$ cat src/common/field_monitor_pkg.sv
// Constants, field layout and threshold lookup for the field monitor and bias trim block.
// Assumes one clock domain and a register port owned by the serial front end.
//
// Notes on behaviour
// - The bias trim amount is an unsigned 8-bit value from 0 to 255 that sets how far an enabled axis is reduced.
// - A trim amount of zero, the reset value, leaves both axes untrimmed.
// - The X trim enable applies the trim amount to the X axis when 1 and none when 0.
// - The Y trim enable applies the trim amount to the Y axis when 1 and none when 0.
// - With both enables set, both axes get the same reduction, so no side-shaft correction results.
// - The low flag rises when the field falls below the low threshold, the high flag when it exceeds the high one.
// - Both flags switch with a hysteresis of 6 mT between rising and falling points.
// - The threshold register holds the 3-bit low threshold in bits 7:5 and the 3-bit high threshold in bits 4:2.
// - Rising points for codes 0 to 7 are 26, 41, 56, 70, 84, 98, 112 and 126 mT.
// - Falling points for codes 0 to 7 are 20, 35, 50, 64, 78, 92, 106 and 120 mT.
// - The status register shows the high flag in bit 7 and the low flag in bit 6, and both flags drive output pins.
// - A low threshold code larger than the high threshold code is accepted as is.

package field_monitor_pkg;

    localparam int unsigned ADDR_W = 5;
    localparam int unsigned DATA_W = 8;
    localparam int unsigned MAG_W = 8;
    localparam int unsigned CODE_W = 3;

    // ****************************************
    // Register offsets
    // ****************************************
    localparam logic [4:0] ADDR_TRIM_ENABLE = 5'h02;
    localparam logic [4:0] ADDR_TRIM_AMOUNT = 5'h03;
    localparam logic [4:0] ADDR_FIELD_THRESHOLD = 5'h06;
    localparam logic [4:0] ADDR_FIELD_STATUS = 5'h1B;

    // ****************************************
    // Field positions
    // ****************************************
    localparam int unsigned EN_X_BIT = 0;
    localparam int unsigned EN_Y_BIT = 1;
    localparam int unsigned THR_LOW_LSB = 5;
    localparam int unsigned THR_HIGH_LSB = 2;
    localparam int unsigned STAT_HIGH_BIT = 7;
    localparam int unsigned STAT_LOW_BIT = 6;

    // ****************************************
    // Reset values
    // ****************************************
    localparam logic [7:0] TRIM_AMOUNT_RST = 8'h00;
    localparam logic TRIM_ENABLE_RST = 1'b0;
    localparam logic [2:0] THRESHOLD_RST = 3'h0;

    // ****************************************
    // Field thresholds in mT
    // ****************************************
    localparam logic [7:0] FIELD_FLAG_HYSTERESIS_MT = 8'h06;
    localparam logic [7:0] RISE_MT [8] = '{8'h1A, 8'h29, 8'h38, 8'h46, 8'h54, 8'h62, 8'h70, 8'h7E};

    typedef enum logic {FLAG_LOW_SIDE, FLAG_HIGH_SIDE} flag_side_t;

    function automatic logic [7:0] riseMt(input logic [2:0] code);
        return RISE_MT[code];
    endfunction : riseMt

    // Falling points sit one hysteresis step below the rising ones
    function automatic logic [7:0] fallMt(input logic [2:0] code);
        return RISE_MT[code] - FIELD_FLAG_HYSTERESIS_MT;
    endfunction : fallMt

endpackage : field_monitor_pkg

$ cat src/verilog/axis_trim.sv
// One axis of the bias trim: registered trim value for that axis.
// Assumes an active-low reset from the top, asserted asynchronously and released in step with the clock.
`timescale 1ns/100ps
`default_nettype none

module axis_trim
    import field_monitor_pkg::*;
#(
    parameter int unsigned TRIM_W = 8
) (
    input wire logic clk_sys, // System clock
    input wire logic rstSyncN, // Released reset copy
    input wire logic trimEnable, // Axis trim enable
    input wire logic [TRIM_W-1:0] trimAmount, // Stored trim amount
    output logic [TRIM_W-1:0] trimOut // Reduction applied to this axis
);

    always_ff @(posedge clk_sys or negedge rstSyncN) begin
        if (!rstSyncN) begin
            trimOut <= '0;
        end else if (trimEnable) begin
            trimOut <= trimAmount;
        end else begin
            trimOut <= '0;
        end
    end

endmodule : axis_trim

`default_nettype wire

$ cat src/verilog/field_flag_hyst.sv
// One field flag with hysteresis, updated on each field sample.
// Assumes the magnitude is in mT, one LSB per mT, valid when the strobe is high.
`timescale 1ns/100ps
`default_nettype none

module field_flag_hyst
    import field_monitor_pkg::*;
#(
    parameter flag_side_t SIDE = FLAG_HIGH_SIDE
) (
    input wire logic clk_sys, // System clock
    input wire logic rstSyncN, // Released reset copy
    input wire logic sampleValid, // New magnitude sample
    input wire logic [MAG_W-1:0] magnitude, // Field magnitude in mT
    input wire logic [CODE_W-1:0] thresholdCode, // Threshold code
    output logic flag // Flag state
);

    logic aboveRise;
    logic belowFall;

    // Between the two points the flag keeps its state
    assign aboveRise = magnitude > riseMt(thresholdCode);
    assign belowFall = magnitude < fallMt(thresholdCode);

    always_ff @(posedge clk_sys or negedge rstSyncN) begin
        if (!rstSyncN) begin
            flag <= 1'b0;
        end else if (sampleValid) begin
            if (SIDE == FLAG_HIGH_SIDE) begin
                if (aboveRise) begin
                    flag <= 1'b1;
                end else if (belowFall) begin
                    flag <= 1'b0;
                end
            end else begin
                if (belowFall) begin
                    flag <= 1'b1;
                end else if (aboveRise) begin
                    flag <= 1'b0;
                end
            end
        end
    end

endmodule : field_flag_hyst

`default_nettype wire

$ cat src/verilog/field_monitor_trim_config.sv
// Top of the field monitor and bias trim configuration block.
// Assumes the serial front end turns host transfers into
// one-cycle read and write strobes on the register port,
// and that the front end samples a field magnitude in mT.
`timescale 1ns/100ps
`default_nettype none

module field_monitor_trim_config
    import field_monitor_pkg::*;
(
    input wire logic clk_sys, // System clock, 200 MHz
    input wire logic nrst, // Asynchronous reset, active low
    input wire logic regWrEn, // Register write strobe
    input wire logic regRdEn, // Register read strobe
    input wire logic [ADDR_W-1:0] regAddr, // Register index
    input wire logic [DATA_W-1:0] regWrData, // Write data
    output logic [DATA_W-1:0] regRdData, // Read data
    output logic regRdValid, // Read data valid strobe
    input wire logic fieldValid, // Field sample strobe
    input wire logic [MAG_W-1:0] fieldMagnitude, // Field magnitude in mT
    output logic fieldLowFlag, // Low field flag pin
    output logic fieldHighFlag, // High field flag pin
    output logic [DATA_W-1:0] xBiasTrim, // X axis reduction
    output logic [DATA_W-1:0] yBiasTrim // Y axis reduction
);

    // ****************************************
    // Reset release
    // ****************************************
    logic rstMeta;
    logic rstSyncN;

    always_ff @(posedge clk_sys or negedge nrst) begin
        if (!nrst) begin
            rstMeta <= 1'b0;
            rstSyncN <= 1'b0;
        end else begin
            rstMeta <= 1'b1;
            rstSyncN <= rstMeta;
        end
    end

    // ****************************************
    // Configuration registers
    // ****************************************
    logic [DATA_W-1:0] biasTrimAmount;
    logic xAxisTrimEnable;
    logic yAxisTrimEnable;
    logic [CODE_W-1:0] lowFieldThreshold;
    logic [CODE_W-1:0] highFieldThreshold;
    logic wrTrimAmount;
    logic wrTrimEnable;
    logic wrThreshold;

    assign wrTrimAmount = regWrEn && (regAddr == ADDR_TRIM_AMOUNT);
    assign wrTrimEnable = regWrEn && (regAddr == ADDR_TRIM_ENABLE);
    assign wrThreshold = regWrEn && (regAddr == ADDR_FIELD_THRESHOLD);

    always_ff @(posedge clk_sys or negedge rstSyncN) begin
        if (!rstSyncN) begin
            biasTrimAmount <= TRIM_AMOUNT_RST;
        end else if (wrTrimAmount) begin
            biasTrimAmount <= regWrData;
        end
    end

    always_ff @(posedge clk_sys or negedge rstSyncN) begin
        if (!rstSyncN) begin
            xAxisTrimEnable <= TRIM_ENABLE_RST;
            yAxisTrimEnable <= TRIM_ENABLE_RST;
        end else if (wrTrimEnable) begin
            // Any combination is legal; picking one axis is up to the host
            xAxisTrimEnable <= regWrData[EN_X_BIT];
            yAxisTrimEnable <= regWrData[EN_Y_BIT];
        end
    end

    always_ff @(posedge clk_sys or negedge rstSyncN) begin
        if (!rstSyncN) begin
            lowFieldThreshold <= THRESHOLD_RST;
            highFieldThreshold <= THRESHOLD_RST;
        end else if (wrThreshold) begin
            // No ordering check between the two codes
            lowFieldThreshold <= regWrData[THR_LOW_LSB +: CODE_W];
            highFieldThreshold <= regWrData[THR_HIGH_LSB +: CODE_W];
        end
    end

    // ****************************************
    // Read path
    // ****************************************
    logic [DATA_W-1:0] next_regRdData;

    always_comb begin
        next_regRdData = '0;
        case (regAddr)
            ADDR_TRIM_AMOUNT: begin
                next_regRdData = biasTrimAmount;
            end
            ADDR_TRIM_ENABLE: begin
                next_regRdData[EN_X_BIT] = xAxisTrimEnable;
                next_regRdData[EN_Y_BIT] = yAxisTrimEnable;
            end
            ADDR_FIELD_THRESHOLD: begin
                next_regRdData[THR_LOW_LSB +: CODE_W] = lowFieldThreshold;
                next_regRdData[THR_HIGH_LSB +: CODE_W] = highFieldThreshold;
            end
            ADDR_FIELD_STATUS: begin
                next_regRdData[STAT_HIGH_BIT] = fieldHighFlag;
                next_regRdData[STAT_LOW_BIT] = fieldLowFlag;
            end
            default: begin
                next_regRdData = '0;
            end
        endcase
    end

    always_ff @(posedge clk_sys or negedge rstSyncN) begin
        if (!rstSyncN) begin
            regRdData <= '0;
            regRdValid <= 1'b0;
        end else begin
            regRdValid <= regRdEn;
            if (regRdEn) begin
                regRdData <= next_regRdData;
            end
        end
    end

    // ****************************************
    // Axis trim
    // ****************************************
    axis_trim #(
        .TRIM_W(DATA_W)
    ) u_trim_x (
        .clk_sys(clk_sys),
        .rstSyncN(rstSyncN),
        .trimEnable(xAxisTrimEnable),
        .trimAmount(biasTrimAmount),
        .trimOut(xBiasTrim)
    );

    // Same amount feeds both axes, so both-enabled trims equally
    axis_trim #(
        .TRIM_W(DATA_W)
    ) u_trim_y (
        .clk_sys(clk_sys),
        .rstSyncN(rstSyncN),
        .trimEnable(yAxisTrimEnable),
        .trimAmount(biasTrimAmount),
        .trimOut(yBiasTrim)
    );

    // ****************************************
    // Field flags
    // ****************************************
    field_flag_hyst #(
        .SIDE(FLAG_LOW_SIDE)
    ) u_flag_low (
        .clk_sys(clk_sys),
        .rstSyncN(rstSyncN),
        .sampleValid(fieldValid),
        .magnitude(fieldMagnitude),
        .thresholdCode(lowFieldThreshold),
        .flag(fieldLowFlag)
    );

    field_flag_hyst #(
        .SIDE(FLAG_HIGH_SIDE)
    ) u_flag_high (
        .clk_sys(clk_sys),
        .rstSyncN(rstSyncN),
        .sampleValid(fieldValid),
        .magnitude(fieldMagnitude),
        .thresholdCode(highFieldThreshold),
        .flag(fieldHighFlag)
    );

    logic [7:0] hiRise;
    logic [7:0] hiFall;
    logic [7:0] loRise;
    logic [7:0] loFall;

    assign hiRise = riseMt(highFieldThreshold);
    assign hiFall = fallMt(highFieldThreshold);
    assign loRise = riseMt(lowFieldThreshold);
    assign loFall = fallMt(lowFieldThreshold);
endmodule : field_monitor_trim_config

`default_nettype wire

$ cat config.mk
export PLATFORM = sky130hd
export DESIGN_NAME = field_monitor_trim_config
export DESIGN_NICKNAME = d
export VERILOG_FILES = /design/src/common/field_monitor_pkg.sv /design/src/verilog/axis_trim.sv /design/src/verilog/field_flag_hyst.sv /design/src/verilog/field_monitor_trim_config.sv
export SDC_FILE = /design/constraint.sdc
export NUM_CORES = 1
export LEC_CHECK = 0
export BUFFER_PORTS_ARGS = -buffer_cell sky130_fd_sc_hd__buf_2
export CAP_MARGIN = 30
export CORE_MARGIN = 1
export CORE_UTILIZATION = 40
export CTS_CLUSTER_SIZE = 25
export DETAILED_ROUTE_END_ITERATION = 8
export PLACE_DENSITY = 0.73
export SYNTH_ARGS = -nofsm -noshare
export SYNTH_HDL_FRONTEND = slang
export SYNTH_SLANG_ARGS = --single-unit
$ cat constraint.sdc
create_clock -name clk_sys -period 2.65 [get_ports clk_sys]
set_clock_uncertainty 0.05 [all_clocks]
set_input_delay 0.265 -clock clk_sys [delete_from_list [all_inputs] [get_ports clk_sys]]
set_output_delay 0.265 -clock clk_sys [all_outputs]
set_load 0.01 [all_outputs]
==> out/qor.yml <==
status: "finished, violations left"
violations: "setup timing"
synth_ff_type: "dfrtp_1"
synthAdderAreaFrac_pct: 16.0
h-tree-depth: 2
min_from: "regWrData[0]"
nets: 411
synth_edf_count: 0
synth_compound_area_share_pct: 14.4
vias: 2349
grt_use_total_pct: 19.1
avgRoutedWirePerCell_um: 15.5
required_ns: 2.79
n_antenna_cell: 0
totalWireLength_um: 6930
p_leak_nw: 1.75
syn_to_final_growth_pct: 27.2
arrival_ns: 2.86
synthDistinctLibCells: 49
power.density_mw_per_mm2: 697
maxCapViolations: 0
setup.worst_path.end_class: "flop"
dp_hpwl_um: 5040
gp_congestion: 0.859
hold_class: "in -> reg"
drc: 0
synth_seq_area_share_pct: 40.1
min_path_cells: 2
cts_inserted_buffers: 5
dieArea_mm2: 0.00737
setup_violations: 1
grt_pass1_vias: 2330
clk_pin_slew_worst_paths_ns: 0.08
grt_start_max_net_pins: 44
finalPower_mw: 2.49
critPathMaxFanout: 6
tns_ns: -0.0684
ir_drop_v: 0.000233
setup_slack_ns: -0.0684
clock_path_buffers: 2
cts_tree: "built"
die_w_um: 85.8
synth_top_cell_by_area: "dfrtp_1"
drive_gt1_share_pct: 36.9
fp-row-count: 30
synth_seq_cells: 45
post-route-period-util_pct: 103
synth_xor_area_share_pct: 2.49
synth.avg_cell_area_um2: 10.6
hold_viol_final: 0
grt-ovfl-total: 0
drt-initial-drc-count: 172
root_buffer: "clkbuf_8"
synth_top_family_by_area: "adder cells"
slew_headroom_pct: 38.6
drt-pass1-iter-count: 5
fmaxAchievable_mhz: 368
synth.mux.area_fraction_pct: 8.06
rsz0062_at_grt: "true"
ys.warnings.count: 0
antenna_found_initial: 0
ant_nets: 0
crit_type: "reg -> reg"
io_buffers: 52
min_period_ns: 2.72
cp-start-kind: "flop"
vias_per_cell: 5.27
final_cell_count_no_fill: 446
start_util_pct: 41.4
grt_pass1_wl_um: 10800
cts.sinks: 45
worst_pin_slew_ns: 0.921
synth_area_leaders: "dfrtp_1, ha_1, mux2_2"
pin_count: 53
r2r_cells: 14
reg2reg_slack_ns: -0.07
maxSlewViolCount: 0
yosysMostFrequentCell: "dfrtp_1"
dp.cells: 429
synth_top_cell_area_share_pct: 40.1
synth-async-reset-ratio_pct: 100
syn_inst: 265
timing.rr.start: "highFieldThreshold[0]"
die_y_um: 85.8
synth_common_cells: "dfrtp_1, ha_1, and2_1, mux2_2, nand2_1"
hold_end: "biasTrimAmount[0]"
fp.coreArea_mm2: 0.00679
mappedNetlistArea_mm2: 0.00281
clkLatencyLatePin_ns: 0.30
yosys.area_share.simple_pct: 15.8
startpoint: "highFieldThreshold[0]"
r2r-end: "u_flag_high.flag"
## report_power, final
part	internal, mW	switching, mW	total, mW
clock	0.280	0.228	0.508
combinational	0.562	0.556	1.12
sequential	0.775	0.0903	0.865
total	1.62	0.874	2.49
## area by class of cell
type	instances	area, um2
multi-input combinational	201	1680
sequential	45	1130
fill	616	3220
tap	96	120
clock inverter	2	35.0
clock buffer	6	72.6
inverter	16	62.6
timing repair buffer	80	473
## state kept, by name, summed over array words and instances, names as in the netlist
| signal | count |
|---|---|
| biasTrimAmount | 8 |
| regRdData | 8 |
| u_trim_x.trimOut | 8 |
| u_trim_y.trimOut | 8 |
| highFieldThreshold | 3 |
| lowFieldThreshold | 3 |
| regRdValid | 1 |
| rstMeta | 1 |
| rstSyncN | 1 |
| u_flag_high.flag | 1 |
| u_flag_low.flag | 1 |
| xAxisTrimEnable | 1 |
| yAxisTrimEnable | 1 |
## layout by cell type (no fill, tap or decap), types with 3 or more instances in the layout
cell | netlist | layout
buf_2 | 0 | 52
dfrtp_1 | 45 | 43
ha_1 | 36 | 33
buf_4 | 1 | 27
mux2_2 | 17 | 17
and2_1 | 17 | 16
nand2_1 | 17 | 16
nor2_1 | 16 | 15
inv_1 | 16 | 14
a21oi_1 | 11 | 10
o21ai_0 | 7 | 6
nor2b_1 | 6 | 6
o211ai_1 | 6 | 6
a22oi_1 | 6 | 6
clkbuf_8 | 0 | 5
xor2_1 | 4 | 4
nand2b_1 | 5 | 4
nand3b_1 | 3 | 3
o22ai_1 | 3 | 3
a211oi_1 | 4 | 3
xnor2_1 | 4 | 3
nand4b_1 | 3 | 3
o21a_1 | 3 | 3
## routing by layer
metal / track usage, % / wire length [um] / up-vias
li1: - / - / 1112
met4: 7.73 / 125 / 0
met5: 0 / 0 / -
met3: 3.75 / 327 / 10
met2: 32.8 / 3530 / 81
met1: 23.7 / 2950 / 1146
## worst max-delay path by stage
stage | end | cells past startpoint | slack [ns]
finish | u_flag_high.flag | 14 | -0.07
detailed placement | u_flag_high.flag | 13 | -0.13
CTS | u_flag_high.flag | 14 | -0.04
global placement | u_flag_high.flag | 13 | 0.06
global route | u_flag_high.flag | 14 | -0.14
floorplan | u_flag_high.flag | 14 | -0.02
## metrics by stage
step	setup slack [ns]	area (um2)	utilization [%]	hold WS, ns
5_1_grt	-0.138	3570	52.6	0.155
6_report	-0.0684	3570	52.6	0.161
3_3_place_gp	0.0625	3330	49.1	0.00175
3_5_place_dp	-0.131	3330	49.1	0.00252
2_1_floorplan	-0.0224	2840	-	-0.0806
4_1_cts	-0.0413	3520	51.7	0.151
## what timing repair did
| action | in CTS | in global routing |
|---|---|---|
| hold endpoints to repair | 2 | 0 |
| pin swaps | 6 | 2 |
| setup endpoints to repair | 2 | 2 |
| hold buffers | 1 | 0 |
| gates resized for setup | 8 | 7 |
| setup buffers | 6 | 2 |
## worst max-delay path, stage by stage, from the launching register on
cell,delay (ns)
dfrtp_2,0.43
buf_4,0.16
ha_1,0.19
nand2_1,0.12
o21ai_2,0.10
ha_2,0.19
nor2_2,0.10
and2_4,0.18
xnor2_2,0.11
ha_1,0.28
o21a_1,0.12
o211ai_1,0.17
a31oi_1,0.07
o21a_1,0.17
a31o_1,0.17
## kinds of logic (layout without fill, tap and decap cells)
logic type                 Yosys count  in the layout
other                                1              2
muxes                               20             20
xor gates and xnor gates             8              8
and+or+nand+nor                     77             77
buffers and inverters               20            104
DFF                                 45             45
adders and majority gates           36             36
AOI/OAI and AO/OA                   58             58
No activity file was read; power rests on OpenSTA's default activity.
